[config.mk]
export PLATFORM = sky130hd
export DESIGN_NAME = ddir_regs
export DESIGN_NICKNAME = d
export VERILOG_FILES = /design/src/ddir_pkg.sv /design/src/ddir_apb_front.sv /design/src/ddir_fuse_latch.sv /design/src/ddir_regs.sv
export SDC_FILE = /design/constraint.sdc
export NUM_CORES = 1
export LEC_CHECK = 0
export ABC_AREA = 1
export BUFFER_PORTS_ARGS = -buffer_cell sky130_fd_sc_hd__clkbuf_2
export CAP_MARGIN = 30
export CORE_ASPECT_RATIO = 1.1
export CORE_MARGIN = 3
export CORE_UTILIZATION = 54
export DETAILED_ROUTE_END_ITERATION = 10
export PLACE_DENSITY = 0.81
export SETUP_SLACK_MARGIN = 0.3
export SLEW_MARGIN = 20
export SYNTH_ARGS = -nofsm -noshare
export SYNTH_HDL_FRONTEND = slang
export SYNTH_SLANG_ARGS = --single-unit
[constraint.sdc]
create_clock -name pclk -period 4 [get_ports pclk]
set_clock_uncertainty 0.1 [all_clocks]
set_input_delay 0.4 -clock pclk [delete_from_list [all_inputs] [get_ports pclk]]
set_output_delay 0.4 -clock pclk [all_outputs]
set_load 0.1 [all_outputs]
[src/ddir_pkg.sv]
/*
 * Shared definitions for the device and die identity register bank:
 * register byte addresses, field layouts, reset values and the internal
 * bus access carrier.
 * Assumes a 32-bit APB slave port and a single clock domain.
 */
package ddir_pkg;

    // ---------------------------------------------------------------
    // Register byte addresses
    // ---------------------------------------------------------------
    localparam logic [31:0] DDIR_OFS_IDENT = 32'h0fffff78;
    localparam logic [31:0] DDIR_OFS_DIE_LOW = 32'h0fffff7c;
    localparam logic [31:0] DDIR_OFS_DIE_HIGH = 32'h0fffff80;
    localparam logic [31:0] DDIR_OFS_CTRL = 32'h0fffff84;
    localparam logic [31:0] DDIR_OFS_STAT = 32'h0fffff88;

    // ---------------------------------------------------------------
    // Fixed identity field values
    // ---------------------------------------------------------------
    localparam logic DDIR_COPROC_PRESENT = 1'h1;
    localparam logic [3:0] DDIR_PROCESS_CODE = 4'h5;
    localparam logic DDIR_IO_VOLT_3V3 = 1'h0;
    localparam logic DDIR_PERIPH_PARITY = 1'h1;
    localparam logic [1:0] DDIR_PROG_MEM_ECC = 2'h2;
    localparam logic DDIR_DATA_RAM_ECC = 1'h1;

    // ---------------------------------------------------------------
    // Control and status field positions, reset values
    // ---------------------------------------------------------------
    localparam int unsigned DDIR_CTRL_ERR_EN_BIT = 0;
    localparam int unsigned DDIR_CTRL_RECAP_BIT = 1;
    localparam int unsigned DDIR_STAT_VALID_BIT = 0;
    localparam int unsigned DDIR_STAT_UNMAP_BIT = 1;
    localparam int unsigned DDIR_STAT_CNT_CLR_BIT = 2;
    localparam int unsigned DDIR_STAT_CNT_LSB = 8;
    localparam int unsigned DDIR_CNT_W = 8;
    localparam logic DDIR_ERR_EN_RST = 1'h0;
    localparam logic [7:0] DDIR_CNT_RST = 8'h00;
    localparam logic [7:0] DDIR_CNT_MAX = 8'hff;
    localparam logic [31:0] DDIR_WORD_RST = 32'h00000000;
    localparam logic [63:0] DDIR_FUSE_RST = 64'h0000000000000000;

    // ---------------------------------------------------------------
    // Field layouts
    // ---------------------------------------------------------------
    typedef struct packed {
        logic coproc_present;
        logic [13:0] die_config_number;
        logic [3:0] process_code;
        logic io_volt_class;
        logic periph_parity;
        logic [1:0] prog_mem_prot;
        logic data_ram_ecc;
        logic [4:0] revision;
        logic [2:0] platform_tag;
    } ddir_ident_t;

    typedef struct packed {
        logic [7:0] wafer_num;
        logic [11:0] y_coord;
        logic [11:0] x_coord;
    } ddir_die_low_t;

    typedef struct packed {
        logic [7:0] reserved;
        logic [23:0] lot_num;
    } ddir_die_high_t;

    typedef struct packed {
        logic setup;
        logic access;
        logic write;
        logic [31:0] addr;
        logic [31:0] wdata;
        logic [3:0] strb;
    } ddir_access_t;

endpackage

[src/ddir_apb_front.sv]
/*
 * APB phase decoder for the identity bank: splits a transfer into its
 * setup and access cycles and answers every access with no wait state.
 * Assumes a well-behaved APB master on the same clock.
 */
`timescale 1ns/1ps
module ddir_apb_front (
    input wire logic psel,
    input wire logic penable,
    input wire logic pwrite,
    input wire logic [31:0] paddr,
    input wire logic [31:0] pwdata,
    input wire logic [3:0] pstrb,
    output ddir_pkg::ddir_access_t acc,
    output logic pready
);
    import ddir_pkg::*;

    // ---------------------------------------------------------------
    // Phase decode
    // ---------------------------------------------------------------
    // Read data is fetched during setup, so the access can end at once
    wire logic setup_w = psel & ~penable;
    wire logic access_w = psel & penable;

    assign acc.setup = setup_w;
    assign acc.access = access_w;
    assign acc.write = pwrite;
    assign acc.addr = paddr;
    assign acc.wdata = pwdata;
    assign acc.strb = pstrb;
    assign pready = access_w;

endmodule // ddir_apb_front

[src/ddir_fuse_latch.sv]
/*
 * Holds the 64-bit die trace record taken from the fuse bits.
 * The fuses are sampled one cycle after reset release and again on a
 * recapture request; they are assumed settled by then.
 */
`timescale 1ns/1ps
module ddir_fuse_latch (
    input wire logic pclk,
    input wire logic presetn,
    input wire logic [63:0] fuse_bits,
    input wire logic recapture,
    output logic [63:0] trace_q,
    output logic valid_q
);
    import ddir_pkg::*;

    logic pending_q;
    wire logic take_w = pending_q | recapture;

    // ---------------------------------------------------------------
    // Capture
    // ---------------------------------------------------------------
    // Reset loads only constants; the fuse level is taken after release
    always_ff @(posedge pclk or negedge presetn) begin
        if (!presetn) begin
            pending_q <= 1'h1;
            valid_q <= 1'h0;
            trace_q <= DDIR_FUSE_RST;
        end else if (take_w) begin
            pending_q <= 1'h0;
            valid_q <= 1'h1;
            trace_q <= fuse_bits;
        end
    end

endmodule // ddir_fuse_latch

[src/ddir_regs.sv]
/*
 * Device and die identity register bank, top level.
 * Holds a fixed identification word, a 64-bit die trace record whose low 56 bits
 * are split over two words, and a small control and status pair, all on APB.
 * Assumes one 40 MHz clock, asynchronous active-low reset, and die
 * trace fuse bits that are stable once reset is released.
 */
`timescale 1ns/1ps
module ddir_regs #(
    // Arbitrary neutral value, not a real configuration code
    parameter logic [13:0] DIE_CONFIG_NUMBER = 14'h1a5b,
    // Arbitrary neutral value, not a real family code
    parameter logic [2:0] PLATFORM_TAG = 3'h3,
    parameter logic [4:0] SILICON_REV = 5'h00
) (
    input wire logic pclk,
    input wire logic presetn,
    input wire logic psel,
    input wire logic penable,
    input wire logic pwrite,
    input wire logic [31:0] paddr,
    input wire logic [31:0] pwdata,
    input wire logic [3:0] pstrb,
    output logic [31:0] prdata,
    output logic pready,
    output logic pslverr,
    input wire logic [63:0] die_fuse_bits
);
    import ddir_pkg::*;

    // ---------------------------------------------------------------
    // Bus front end
    // ---------------------------------------------------------------
    ddir_access_t acc;

    ddir_apb_front u_front (
        .psel(psel),
        .penable(penable),
        .pwrite(pwrite),
        .paddr(paddr),
        .pwdata(pwdata),
        .pstrb(pstrb),
        .acc(acc),
        .pready(pready)
    );

    // ---------------------------------------------------------------
    // Address decode
    // ---------------------------------------------------------------
    wire logic hit_ident = (acc.addr == DDIR_OFS_IDENT);
    wire logic hit_die_low = (acc.addr == DDIR_OFS_DIE_LOW);
    wire logic hit_die_high = (acc.addr == DDIR_OFS_DIE_HIGH);
    wire logic hit_ctrl = (acc.addr == DDIR_OFS_CTRL);
    wire logic hit_stat = (acc.addr == DDIR_OFS_STAT);

    // The three identity words share the write-ignore behaviour
    wire logic hit_ro = hit_ident | hit_die_low | hit_die_high;
    wire logic hit_any = hit_ro | hit_ctrl | hit_stat;
    wire logic unmapped = ~hit_any;

    // ---------------------------------------------------------------
    // Access strobes
    // ---------------------------------------------------------------
    // Writes take effect only at the edge that completes the access
    wire logic wr_stb = acc.access & acc.write;
    wire logic rd_setup = acc.setup & ~acc.write;

    wire logic wr_ctrl = wr_stb & hit_ctrl & acc.strb[0];
    wire logic wr_stat = wr_stb & hit_stat & acc.strb[0];
    wire logic wr_ro = wr_stb & hit_ro;
    wire logic acc_unmapped = acc.access & unmapped;

    // ---------------------------------------------------------------
    // Control register
    // ---------------------------------------------------------------
    logic err_en_q;
    logic err_en_d;

    assign err_en_d = wr_ctrl ?
        acc.wdata[DDIR_CTRL_ERR_EN_BIT] : err_en_q;

    always_ff @(posedge pclk or negedge presetn) begin
        if (!presetn) begin
            err_en_q <= DDIR_ERR_EN_RST;
        end else begin
            err_en_q <= err_en_d;
        end
    end

    // Recapture is a one-cycle request; the bit never reads back as one
    wire logic recapture = wr_ctrl & acc.wdata[DDIR_CTRL_RECAP_BIT];

    // ---------------------------------------------------------------
    // Die trace record
    // ---------------------------------------------------------------
    logic [63:0] trace_q;
    logic trace_valid_q;

    ddir_fuse_latch u_fuse (
        .pclk(pclk),
        .presetn(presetn),
        .fuse_bits(die_fuse_bits),
        .recapture(recapture),
        .trace_q(trace_q),
        .valid_q(trace_valid_q)
    );

    ddir_die_low_t die_low;
    ddir_die_high_t die_high;

    // Low word carries the wafer position, high word the lot
    assign die_low.x_coord = trace_q[11:0];
    assign die_low.y_coord = trace_q[23:12];
    assign die_low.wafer_num = trace_q[31:24];
    assign die_high.lot_num = trace_q[55:32];
    // Reserved byte reads zero whatever the fuses hold
    assign die_high.reserved = 8'h00;

    // ---------------------------------------------------------------
    // Identification word
    // ---------------------------------------------------------------
    ddir_ident_t ident;

    assign ident.coproc_present = DDIR_COPROC_PRESENT;
    assign ident.die_config_number = DIE_CONFIG_NUMBER;
    assign ident.process_code = DDIR_PROCESS_CODE;
    assign ident.io_volt_class = DDIR_IO_VOLT_3V3;
    assign ident.periph_parity = DDIR_PERIPH_PARITY;
    assign ident.prog_mem_prot = DDIR_PROG_MEM_ECC;
    assign ident.data_ram_ecc = DDIR_DATA_RAM_ECC;
    assign ident.revision = SILICON_REV;
    assign ident.platform_tag = PLATFORM_TAG;

    // ---------------------------------------------------------------
    // Unmapped access flag
    // ---------------------------------------------------------------
    logic unmap_q;
    logic unmap_d;

    // A new stray access in the clearing cycle keeps the flag set
    assign unmap_d = acc_unmapped |
        (unmap_q & ~(wr_stat & acc.wdata[DDIR_STAT_UNMAP_BIT]));

    always_ff @(posedge pclk or negedge presetn) begin
        if (!presetn) begin
            unmap_q <= 1'h0;
        end else begin
            unmap_q <= unmap_d;
        end
    end

    // ---------------------------------------------------------------
    // Ignored write counter
    // ---------------------------------------------------------------
    // Counts writes aimed at identity words, so software can see that
    // a stray write arrived; it saturates rather than wrapping
    logic [7:0] ign_cnt_q;
    logic [7:0] ign_cnt_d;
    wire logic cnt_clr = wr_stat & acc.wdata[DDIR_STAT_CNT_CLR_BIT];
    wire logic cnt_full = (ign_cnt_q == DDIR_CNT_MAX);

    assign ign_cnt_d = cnt_clr ? DDIR_CNT_RST :
        (wr_ro & ~cnt_full) ? ign_cnt_q + 8'h01 : ign_cnt_q;

    always_ff @(posedge pclk or negedge presetn) begin
        if (!presetn) begin
            ign_cnt_q <= DDIR_CNT_RST;
        end else begin
            ign_cnt_q <= ign_cnt_d;
        end
    end

    // ---------------------------------------------------------------
    // Read words
    // ---------------------------------------------------------------
    logic [31:0] ctrl_word;
    logic [31:0] stat_word;

    always_comb begin
        ctrl_word = DDIR_WORD_RST;
        ctrl_word[DDIR_CTRL_ERR_EN_BIT] = err_en_q;
    end

    always_comb begin
        stat_word = DDIR_WORD_RST;
        stat_word[DDIR_STAT_VALID_BIT] = trace_valid_q;
        stat_word[DDIR_STAT_UNMAP_BIT] = unmap_q;
        stat_word[DDIR_STAT_CNT_LSB +: DDIR_CNT_W] = ign_cnt_q;
    end

    // ---------------------------------------------------------------
    // Read data select
    // ---------------------------------------------------------------
    // Identity words are pure functions of constants and the trace
    // record, so no write to them changes them; a recapture write reloads the die words
    wire logic [31:0] rd_ident = ident;
    wire logic [31:0] rd_low = die_low;
    wire logic [31:0] rd_high = die_high;

    wire logic [31:0] rd_word =
        hit_ident ? rd_ident :
        hit_die_low ? rd_low :
        hit_die_high ? rd_high :
        hit_ctrl ? ctrl_word :
        hit_stat ? stat_word : DDIR_WORD_RST;

    // ---------------------------------------------------------------
    // Read data register
    // ---------------------------------------------------------------
    // Loaded in the setup cycle so the zero-wait access sees it from a
    // flip-flop; it holds between transfers
    logic [31:0] prdata_q;

    always_ff @(posedge pclk or negedge presetn) begin
        if (!presetn) begin
            prdata_q <= DDIR_WORD_RST;
        end else if (rd_setup) begin
            prdata_q <= rd_word;
        end
    end

    assign prdata = prdata_q;

    // ---------------------------------------------------------------
    // Error response
    // ---------------------------------------------------------------
    // Only a stray address may raise an error, and only when enabled;
    // writes to the identity words always complete cleanly
    assign pslverr = acc_unmapped & err_en_q;

endmodule // ddir_regs

# --- Yosys cells after proc, flatten, opt, wreduce, memory -nomap -nowiden ---
# Index checks and enable logic that the tools add are counted.
op_classes:
  reduce_logical: 1
  eq_ne: 6
  bitwise_logic: 27
  add_sub_neg: 1
  muxes: 7
op_table:
  columns: ["cell", "n"]
  rows:
  - ["equality test 32 x 28 -> 1 bit (second input constant)", 5]
  - ["2-to-1 mux 32 bit", 2]
  - ["2-to-1 mux 16 bit", 2]
  - ["2-to-1 mux 24 bit", 1]
  - ["AND 1 bit", 16]
  - ["2-to-1 mux 8 bit", 2]
  - ["adder 8 x 1 -> 8 bit (second input constant)", 1]
  - ["equality test 8 bit (second input constant)", 1]
  - ["OR 1 bit", 6]
  - ["NOT 1 bit", 5]
  - ["nonzero test 2 bit", 1]
word_totals:
  elab_cells: 49
  regBits: 100

# --- Longest topological paths before layout ---
# Gate-level depths: netlist of run 1.
logic_depth:
  depth_word: 8
  ltp_mapped: 12

# --- Modules after synthesis ---
# A second synthesis of run 1 with hierarchy kept.
hier_totals:
  cells_unflattened: 782
  hier_area_um2: 5904.4
modules_own_cells:
  columns: ["module", "cells_each", "seq_area_each_um2", "area_each_um2", "n_inst"]
  rows:
  - ["ddir_regs", 424, 1051.0, 2736.4, 1]
  - ["ddir_fuse_latch", 283, 1652.8, 2617.5, 1]
  - ["ddir_apb_front", 75, 0.0, 550.5, 1]

# --- Worst setup path after synthesis of run 1 ---
# Ideal clock, no wire load.
synth_path:
  path_type: "in2out"
  from: "input penable"
  to: "output pslverr"
  cell_stages: 4
  t_required_ns: 3.500
  setup_slack_ns: 0.953
  arrival_time_ns: 2.547
  n_path_buf: 0
  path_cell_list: "nand2_1 > inv_1 > nand3b_1 > nor2_1"
synth_via:
  elab_chain_cells: 3
synth_lines:
  columns: ["item", "line_no", "rtl"]
  rows:
  - ["from (decl)", "ddir_regs.sv:19", "input wire logic penable,"]
  - ["AND 1 bit", "ddir_apb_front.sv:24", "wire logic access_w = psel & penable;"]
  - ["via pready", "ddir_regs.sv:25", "output logic pready,"]
  - ["AND 1 bit", "ddir_regs.sv:71", "wire logic acc_unmapped = acc.access & unmapped;"]
  - ["AND 1 bit", "ddir_regs.sv:229", "assign pslverr = acc_unmapped & err_en_q;"]
  - ["to (decl)", "ddir_regs.sv:26", "output logic pslverr,"]
# The timed path passes the listed nets, and every way through them passes these cells.

# --- Worst setup path in the final report of run 1 ---
layout_path:
  from: "input paddr[11]"
  to: "output pslverr"
layout_via:
  elab_chain_cells: 8
  word_cells_on_any_way: 12
  classes_between: "eq/ne: 5; bitwise: 7"
layout_lines:
  columns: ["item", "line_no", "rtl"]
  rows:
  - ["from (decl)", "ddir_regs.sv:21", "input wire logic [31:0] paddr,"]
  - ["equality test 32 x 28 -> 1 bit, on equally long branches", "ddir_regs.sv:50, ddir_regs.sv:51", null]
  - ["OR 1 bit (2 in series)", "ddir_regs.sv:57", "wire logic hit_ro = hit_ident | hit_die_low | hit_die_high;"]
  - ["OR 1 bit", "ddir_regs.sv:58", "wire logic hit_any = hit_ro | hit_ctrl | hit_stat;"]
  - ["OR 1 bit (*)", "ddir_regs.sv:58", null]
  - ["NOT 1 bit (*)", "ddir_regs.sv:59", "wire logic unmapped = ~hit_any;"]
  - ["AND 1 bit (*)", "ddir_regs.sv:71", null]
  - ["AND 1 bit (*)", "ddir_regs.sv:229", null]
# Mark *: on every way between the ends. The rest lies on a longest branch, timed or not.

==> results.tsv, run 1 <==
metric	value	unit
outcome	completed	
H-Tree Depth	3	
max-slew violation count	0	
Tightest Hold Check Type	input pin to asynchronous set/reset pin	
RSZ-0062 raised after global routing	false	
CTS clk-pin slew, worst paths	0.10	ns
Hold Fails Final Rpt	0	
maxcap violations	0	
most common cell after layout, fill and taps aside	nand2_1	
# hold bufs at CTS	0	
ANT cells	0	
CP Capture Type	output pin	
Starting Density	0.557	
WP buf/inv	2	
Yosys top cell by area	dfrtp_1	
Place WS	1.53	ns
PD cells	389	mW/mm^2
slowest stage cell, crit path	clkbuf_2	
# fillers	745	
Placed Cells	828	
Gate Count Post-Synth	600	
drt total wl	12.0	mm
synth unique cells	40	
DR WL/cell	14.2	um
DR pass1 iterations	5	
vias per cell	5.18	
Longest Clk Path Bufs	2	
clk sinks	100	
Skew-Pair Late Insertion Delay	0.36	ns
initial antenna violation count	0	
die width	97.4	um
Antenna Nets Post-Route	0	
Area Overhead vs Synth	18.4	%
Final #Nets	863	
Post-CTS Setup Bufs	0	
CP Cell Sequence	clkbuf_2, nand2_1, nor2_2, nand2_2, nor2_1, nand2_1, nand3_1, nand3b_1, nor2_1, clkbuf_2	
drc violations	0	
vias in the first global route	4405	
I/O Pins	171	
CP max stage delay	0.46	ns
CP Launch Type	input pin	
sequential share of the synthesized area	0.504	
gr usage total	0.237	
warning count from the yosys run	0	
Core Area	0.00892	sq mm
Syn Area/Cell	8.27	sq um
CTS tree	yes	
Tightest Pin Transition	0.841	ns
Root Buffer	clkbuf_8	
num rows	36	
gr ovfl total	0	
cell family with most CP delay	simple AND/OR/NAND/NOR gates	
layout cells sized above 1	0.293	
Tot Pwr	2290	uW
gpl congestion	0.876	
Die Area	0.0104	sq mm
leakage	0.00316	uW
I/O Buffers	130	
Fin Hold WS	0.0198	ns
Crit Path Category	input pin to output pin	
WP data arrival	1.97	ns
post_cts resized	0	
Synth area leaders	dfrtp_1 50%, nand2_1 15%, nand3_1 7.6%	
vias	4373	
critical path required time	3.50	ns
Slew headroom	0.439	
Tmin final	2.47	ns
Cell Area, Synth	0.00496	sq mm
endpoints failing setup	0	
final std cells w/o fill	844	
Initial DRC Count	273	
pin count of the biggest net entering global routing	69	
DP HPWL	8.63	mm
crit-path max FO	7	
CTS buffer count	9	
worst vdd ir	0.000294	V
most frequent cells in the layout	194 x nand2_1, 129 x clkbuf_2, 99 x dfrtp_1	
synthesized flop and latch total	100	
first-pass GRT wire length	20.1	mm
fmax	0.405	GHz
Final WS setup	1.53	ns
Final TNS setup	0	ns
die height	107	um
Synth Net Count	738	
Synth top area share	0.499	
fin crit share	0.617	
state kept, by name (all words and copies together), names as in the netlist:
signal	count
u_fuse.pending_q	1
prdata	32
u_fuse.valid_q	1
u_fuse.trace_q	56
err_en_q	1
ign_cnt_q	8
unmap_q	1
routing by layer:
| metal | track usage | up-vias | part of all wire |
|---|---|---|---|
| met5 | 0 | - | 0 |
| met2 | 0.415 | 154 | 0.51 |
| li1 | - | 2154 | - |
| met3 | 0.0446 | 13 | 0.056 |
| met4 | 0.0613 | 0 | 0.014 |
| met1 | 0.302 | 2052 | 0.42 |
Yosys cell counts, drive strengths merged:
| cell | n |
|---|---|
| inv | 53 |
| xor2 | 3 |
| a21boi | 6 |
| nand2 | 215 |
| nor2 | 50 |
| clkinv | 2 |
| nor3 | 3 |
| and2 | 1 |
| o211ai | 2 |
| xnor2 | 3 |
| a2bb2oi | 9 |
| nand4 | 3 |
| dfrtp | 99 |
| nand3b | 1 |
| nor3b | 1 |
| or2 | 8 |
| dfstp | 1 |
| conb | 1 |
| nand3 | 76 |
| ha | 1 |
| clkbuf | 4 |
| buf | 17 |
| o21ai | 35 |
| a21oi | 6 |
through the flow:
stage          instance area [sq um]   util
3_5_place_dp                    5660  0.635
5_1_grt                         5880  0.659
6_report                        5880  0.659
3_3_place_gp                    5660  0.635
2_1_floorplan                   4960      -
4_1_cts                         5880  0.659
worst reg2reg max path, cell delays in order (launching register included):
cell     delay (ns)
dfrtp_1        0.43
ha_1           0.24
nand3_1        0.08
nor2_1         0.15
nand3_1        0.14
nand3_2        0.21
nand2_4        0.11
nand2_1        0.07
nand2_1        0.05
where the power goes:
group / switching [uW] / internal [uW]
Clock: 349 / 357
Sequential: 38.6 / 1090
Combinational: 341 / 117
Total: 729 / 1560
logic make-up (layout without fill, tap and decap cells):
kind of cell,Yosys count,in the layout,share of synthesized area
DFF,100,100,0.504
xor gates and xnor gates,6,6,0.0106
buffers and inverters,76,206,0.0721
and+or+nand+nor,358,358,0.330
adders and majority gates,1,1,0.00252
AOI/OAI and AO/OA,58,58,0.0799
other,1,1,0.000755
cell type report:
class                      instances  area [sq um]  area share
tap                              114           143      0.0243
multi-input combinational        424          2100       0.358
clock inverter                     5          85.1      0.0145
timing repair buffer             135           703       0.120
clock buffer                      11           131      0.0223
inverter                          55           211      0.0360
sequential                       100          2500       0.426
final timing paths:
path,from,slack (ns),end,cells after the start
max,paddr[11],1.53,pslverr,10
min,presetn,0.02,u_fuse.trace_q[33],1
max reg2reg,ign_cnt_q[0],2.29,ign_cnt_q[7],8
min reg2reg,u_fuse.valid_q,0.39,u_fuse.valid_q,1
max in group asynchronous,presetn,2.83,prdata[2],2
min in group pclk,die_fuse_bits[40],0.12,u_fuse.trace_q[40],3
Power figures use the tool's default switching activity.
==> run 2, diff against run 1 <==
Settings changed: ABC_AREA 1 to 0, CORE_UTILIZATION 54 to 45, PLACE_DENSITY 0.81 to 0.73.
Clock period 4 ns to 2.13 ns, I/O delays scaled along.
==> results.tsv, run 2 <==
metric	value	unit	change
async set-reset flop share out of synthesis	1.00		unchanged
drt total wl	13.9	mm	was 12.0 mm
Final WS setup	0.0171	ns	was 1.53 ns
Antenna Nets Post-Route	0		unchanged
Core Area	0.00994	sq mm	was 0.00892 sq mm
placed inst area	0.00563	sq mm	was 0.00566 sq mm
max-slew violation count	0		unchanged
Place WS	-0.208	ns	was 1.53 ns
gr usage total	0.237		about the same
logic gate share of total power	0.156		was 0.200
synth unique cells	48		was 40
pin count of the biggest net entering global routing	41		was 69
gpl congestion	0.822		was 0.876
fmax	0.473	GHz	
Final #Nets	745		was 863
RSZ-0062 raised after global routing	true		was false
CTS tree	yes		unchanged
DR WL/cell	19.0	um	was 14.2 um
most common cell after layout, fill and taps aside	clkbuf_2		was nand2_1
most common cell in the netlist	dfrtp_1		was nand2_1
Longest Clk Path Bufs	2		unchanged
Placed Cells	623		was 828
H-Tree Depth	3		unchanged
DR pass1 iterations	4		was 5
Root Buffer	clkbuf_8		unchanged
Hold Fails Final Rpt	0		unchanged
most frequent cells in the layout	126 x clkbuf_2, 97 x dfrtp_1, 58 x dlygate4sd3_1		was 194 x nand2_1, 129 x clkbuf_2, 99 x dfrtp_1
CTS buffer count	9		unchanged
first-pass GRT wire length	21.3	mm	was 20.1 mm
Power Internal	3060	uW	was 1560 uW
fin crit share	0.992		
leakage	0.00346	uW	was 0.00316 uW
endpoints failing setup	0		unchanged
maxcap violations	0		unchanged
Post-synth EDFFs	0		unchanged
warning count from the yosys run	0		unchanged
num rows	38		was 36
Die Area	0.0115	sq mm	was 0.0104 sq mm
ANT cells	0		unchanged
I/O Pins	171		unchanged
die width	103	um	was 97.4 um
Tightest Pin Transition	0.557	ns	was 0.841 ns
synthesized flop and latch total	100		unchanged
Sw Share	0.232		was 0.318
WP data arrival	2.26	ns	was 1.97 ns
die height	112	um	was 107 um
Reg with most FFs	u_fuse.trace_q		unchanged
layout cells sized above 1	0.508		was 0.293
Crit Path Category	input pin to register		was input pin to output pin
# fillers	666		was 745
Gate Count Post-Synth	367		was 600
ys flop type	dfrtp_1		unchanged
clock power share	0.322		was 0.308
CP Launch Type	input pin		unchanged
vias	3996		was 4373
Fin Hold WS	0.123	ns	was 0.0198 ns
Yosys top cell by area	dfrtp_1		unchanged
drc violations	0		unchanged
outcome	completed		unchanged
Starting Density	0.465		was 0.557
Tmin final	2.11	ns	
flip-flop count of the largest register after layout	56		unchanged
Slew headroom	0.630		was 0.439
clk sinks	100		unchanged
Synth Net Count	505		was 738
I/O Buffers	130		unchanged
crit-path max FO	4		was 7
vias in the first global route	4309		was 4405
worst vdd ir	0.000377	V	was 0.000294 V
NetSw	921	uW	was 729 uW
initial antenna violation count	0		unchanged
Synth top area share	0.536		was 0.499
DP HPWL	8.30	mm	was 8.63 mm
CTS clk-pin slew, worst paths	0.09	ns	was 0.10 ns
Syn Area/Cell	12.6	sq um	was 8.27 sq um
Synth top cells by count	99 x dfrtp_1, 34 x mux2_2, 29 x mux2_4		was 194 x nand2_1, 99 x dfrtp_1, 75 x nand3_1
post-layout util	0.722		was 0.659
Synth area leaders	dfrtp_1 54%, mux2_4 9.4%, mux2_2 8.3%		was dfrtp_1 50%, nand2_1 15%, nand3_1 7.6%
Initial DRC Count	168		was 273
sequential share of the synthesized area	0.542		was 0.504
design area	0.00718	sq mm	was 0.00588 sq mm
final std cells w/o fill	730		was 844
Skew-Pair Late Insertion Delay	0.36	ns	about the same
share of power burned in registers	0.522		was 0.492
Cell Area, Synth	0.00462	sq mm	was 0.00496 sq mm
Tightest Hold Check Type	input pin to register		was input pin to asynchronous set/reset pin
PD cells	554	mW/mm^2	was 389 mW/mm^2
gr ovfl total	0		unchanged
critical path required time	2.28	ns	was 3.50 ns
Area Overhead vs Synth	55.4	%	was 18.4%
vias per cell	5.47		was 5.18
CP Capture Type	register		was output pin
-- run 2: cell types whose count changed in the layout (fill, tap and decap cells not counted), sizes merged, moves of 11 or more --
cell,delta
a21oi,+11
buf,+60
dlygate4sd3,+58
inv,-48
mux2,+63
nand2,-189
nand3,-70
nor2,-38
o21ai,-18
-- run 2: final timing paths --
kind / depth (start not counted) / slack, ns / start / to
min in group asynchronous: 2 / 0.25 / presetn / u_fuse.trace_q[39]
worst max-delay path: 10 / 0.02 / paddr[6] / u_fuse.trace_q[18]
worst min-delay path: 3 / 0.12 / pwdata[1] / unmap_q
worst min register to register: 2 / 0.39 / prdata[28] / prdata[28]
worst max register to register: 8 / 0.22 / ign_cnt_q[1] / ign_cnt_q[4]
max in group asynchronous: 3 / 0.99 / presetn / prdata[13]
-- run 2: worst max-delay path, stage by stage --
cell       delay (ns)
buf_6            0.09
or4b_4           0.55
buf_6            0.15
nor4_4           0.16
buf_4            0.18
a41oi_4          0.15
clkbuf_16        0.22
buf_6            0.12
buf_16           0.13
mux2_4           0.28
-- run 2: area by class of cell --
class                   instances  area [sq um]  area share
flip-flops and latches        100          2510       0.349
multi-input cells             239          2200       0.306
repair buffers                251          2090       0.292
clock buffers                  13           179      0.0249
well taps                     120           150      0.0209
clock inverters                 1          30.0     0.00418
inverters                       6          22.5     0.00314
-- run 2: through the flow --
step / setup TNS, ns / power (uW)
floorplan: -3.46 / 2320
global placement: -5.71 / 2500
detailed placement: -8.27 / 2520
CTS: -0.606 / 3960
global route: -0.312 / 4130
finish: 0 / 3980
-- run 2: what timing repair did --
item / in CTS / in global routing
hold endpoints to repair: 93 / 0
hold buffers: 58 / 0
setup endpoints to repair: 66 / 84
gates cloned: 8 / 3
buffers inserted: 18 / 6
resized for setup: 26 / 46
pin swaps: 8 / 12
-- run 2: per-layer routing --
| metal | GRT usage | share of wire |
|---|---|---|
| met5 | 0 | 0 |
| met4 | 0.0840 | 0.028 |
| met3 | 0.0447 | 0.052 |
| met2 | 0.411 | 0.52 |
| met1 | 0.290 | 0.40 |
-- run 2: kinds of logic (layout without fill, tap and decap cells) --
group           Yosys count  in the layout  synth area share
flops                   100            100             0.542
simple gates             92             92             0.119
compound gates           80             80             0.124
mux                      64             64             0.179
buf+inv                  28            271            0.0298
fa+ha+maj                 1              1           0.00271
other cells               1              1          0.000812
xor+xnor                  1              1           0.00190
-- run 2: power groups by stage --
stage / Clock [uW] / Combinational [uW] / Sequential [uW]
after floorplan: 0 / 233 / 2080
after global placement: 0 / 399 / 2100
after detailed placement: 0 / 412 / 2110
after CTS: 1290 / 599 / 2070
after global routing: 1370 / 663 / 2090
final: 1280 / 620 / 2080
==> run 3, diff against run 2 <==
Settings changed: CORE_UTILIZATION 45 to 46, CTS_BUF_LIST set to sky130_fd_sc_hd__clkbuf_4, PLACE_DENSITY 0.73 to 0.74, SKIP_LAST_GASP set to 1.
==> results.tsv, run 3 (synthesis gave the netlist of run 2 again) <==
metric	value	unit	change
most common cell after layout, fill and taps aside	clkbuf_2		unchanged
drc violations	0		unchanged
Initial DRC Count	181		was 168
layout cells sized above 1	0.476		was 0.508
crit-path max FO	3		was 4
outcome	completed		unchanged
gr ovfl total	0		unchanged
CTS buffer count	9		unchanged
fin crit share	0.950		was 0.992
CTS clk-pin slew, worst paths	0.16	ns	was 0.09 ns
most frequent CP cell	buf_6		unchanged
Hold Fails Final Rpt	0		unchanged
vias	3934		was 3996
most frequent cells in the layout	127 x clkbuf_2, 98 x dfrtp_1, 58 x dlygate4sd3_1		was 126 x clkbuf_2, 97 x dfrtp_1, 58 x dlygate4sd3_1
CP Cell Sequence	buf_6, or4b_4, buf_6, nor2_2, a311oi_2, o21ai_1, buf_4, nor2_4, buf_12		was buf_6, or4b_4, buf_6, nor4_4, buf_4, a41oi_4, clkbuf_16, buf_6, buf_16, mux2_4
flip-flop count of the largest register after layout	56		unchanged
Slew headroom	0.627		was 0.630
RSZ-0062 raised after global routing	true		unchanged
clk sinks	100		unchanged
Place WS	-0.303	ns	was -0.208 ns
max-slew violation count	0		unchanged
Placed Cells	615		was 623
die width	102	um	was 103 um
I/O Buffers	130		unchanged
DP HPWL	7.81	mm	was 8.30 mm
Area Overhead vs Synth	47.5	%	was 55.4%
ANT cells	0		unchanged
I/O Pins	171		unchanged
cell family with most CP delay	simple AND/OR/NAND/NOR gates		was buffers and inverters
num rows	37		was 38
leakage	0.00327	uW	was 0.00346 uW
CP Launch Type	input pin		unchanged
fmax	0.494	GHz	was 0.473 GHz
Tightest Hold Check Type	input pin to register		unchanged
Fin Hold WS	0.107	ns	was 0.123 ns
Final #Nets	733		was 745
H-Tree Depth	3		unchanged
first-pass GRT wire length	21.2	mm	was 21.3 mm
drt total wl	13.2	mm	was 13.9 mm
Tmin final	2.02	ns	was 2.11 ns
maxcap violations	0		unchanged
Longest Clk Path Bufs	2		unchanged
Crit Path Category	input pin to output pin		was input pin to register
Skew-Pair Late Insertion Delay	0.44	ns	was 0.36 ns
CP Capture Type	output pin		was register
DR WL/cell	18.4	um	was 19.0 um
Root Buffer	clkbuf_4		was clkbuf_8
WP buf/inv	4		was 6
Reg with most FFs	u_fuse.trace_q		unchanged
DR pass1 iterations	4		unchanged
critical path required time	1.82	ns	was 2.28 ns
Core Area	0.00958	sq mm	was 0.00994 sq mm
WP data arrival	1.71	ns	was 2.26 ns
Antenna Nets Post-Route	0		unchanged
gr usage total	0.241		was 0.237
die height	111	um	was 112 um
endpoints failing setup	0		unchanged
pin count of the biggest net entering global routing	101		was 41
CTS tree	yes		unchanged
Tightest Pin Transition	0.562	ns	was 0.557 ns
Tot Pwr	3560	uW	was 3980 uW
CP max stage delay	0.54	ns	was 0.55 ns
final std cells w/o fill	716		was 730
vias per cell	5.49		was 5.47
Final WS setup	0.108	ns	was 0.0171 ns
gpl congestion	0.797		was 0.822
slowest stage cell, crit path	or4b_4		unchanged
Die Area	0.0113	sq mm	was 0.0115 sq mm
PD cells	522	mW/mm^2	was 554 mW/mm^2
Starting Density	0.482		was 0.465
worst vdd ir	0.000337	V	was 0.000377 V
initial antenna violation count	0		unchanged
vias in the first global route	4119		was 4309
==> run 3: path summary, 6_finish.rpt <==
| path | endpoint | start | depth (start not counted) | slack (ns) |
|---|---|---|---|---|
| min in group asynchronous | u_fuse.trace_q[11] | presetn | 3 | 0.23 |
| setup / recovery | pslverr | paddr[5] | 9 | 0.11 |
| setup reg to reg | ign_cnt_q[5] | ign_cnt_q[1] | 7 | 0.26 |
| max in group asynchronous | prdata[6] | presetn | 3 | 1.27 |
| hold reg to reg | u_fuse.valid_q | u_fuse.valid_q | 1 | 0.38 |
| hold / removal | prdata[14] | paddr[0] | 3 | 0.11 |
==> run 3: tightest hold or removal path: stages <==
cell and delay, ns:
clkbuf_2 0.15, or4_4 0.20, o41ai_2 0.06
==> run 3: repair_timing <==
action,CTS,global route
pin swaps,12,7
hold buffers,58,0
gates resized for setup,24,13
endpoints found under the hold margin,156,0
setup buffers,14,4
endpoints found under the setup margin,66,67
gates cloned,9,1
==> run 3: layout make-up <==
class,instances,area [sq um]
Fill cell,649,2770
Sequential cell,100,2500
Multi-Input combinational cell,239,2070
Timing Repair Buffer,239,1960
Tap cell,117,146
Clock buffer,10,75.1
Clock inverter,5,37.5
Inverter,6,22.5
==> run 3: power breakdown <==
group          internal (uW)  switching (uW)  total (uW)
Combinational            374             226         600
Clock                    252             634         886
Sequential              2010            64.7        2070
Total                   2630             925        3560
==> run 3: layer usage <==
metal | wire (um) | GRT usage | up-vias | share of wire
met2 | 6790 | 0.402 | 165 | 0.51
met1 | 5210 | 0.308 | 1925 | 0.39
met3 | 818 | 0.0497 | 31 | 0.062
li1 | - | - | 1813 | -
met5 | 0 | 0 | - | 0
met4 | 394 | 0.0851 | 0 | 0.030
==> run 3: per-stage QoR <==
stage          TNS [ns]  utilization  area (sq um)
4_1_cts               0        0.699          6700
2_1_floorplan     -3.46            -          4660
3_5_place_dp     -16.80        0.582          5570
6_report              0        0.711          6820
5_1_grt               0        0.711          6820
3_3_place_gp     -11.96        0.582          5570
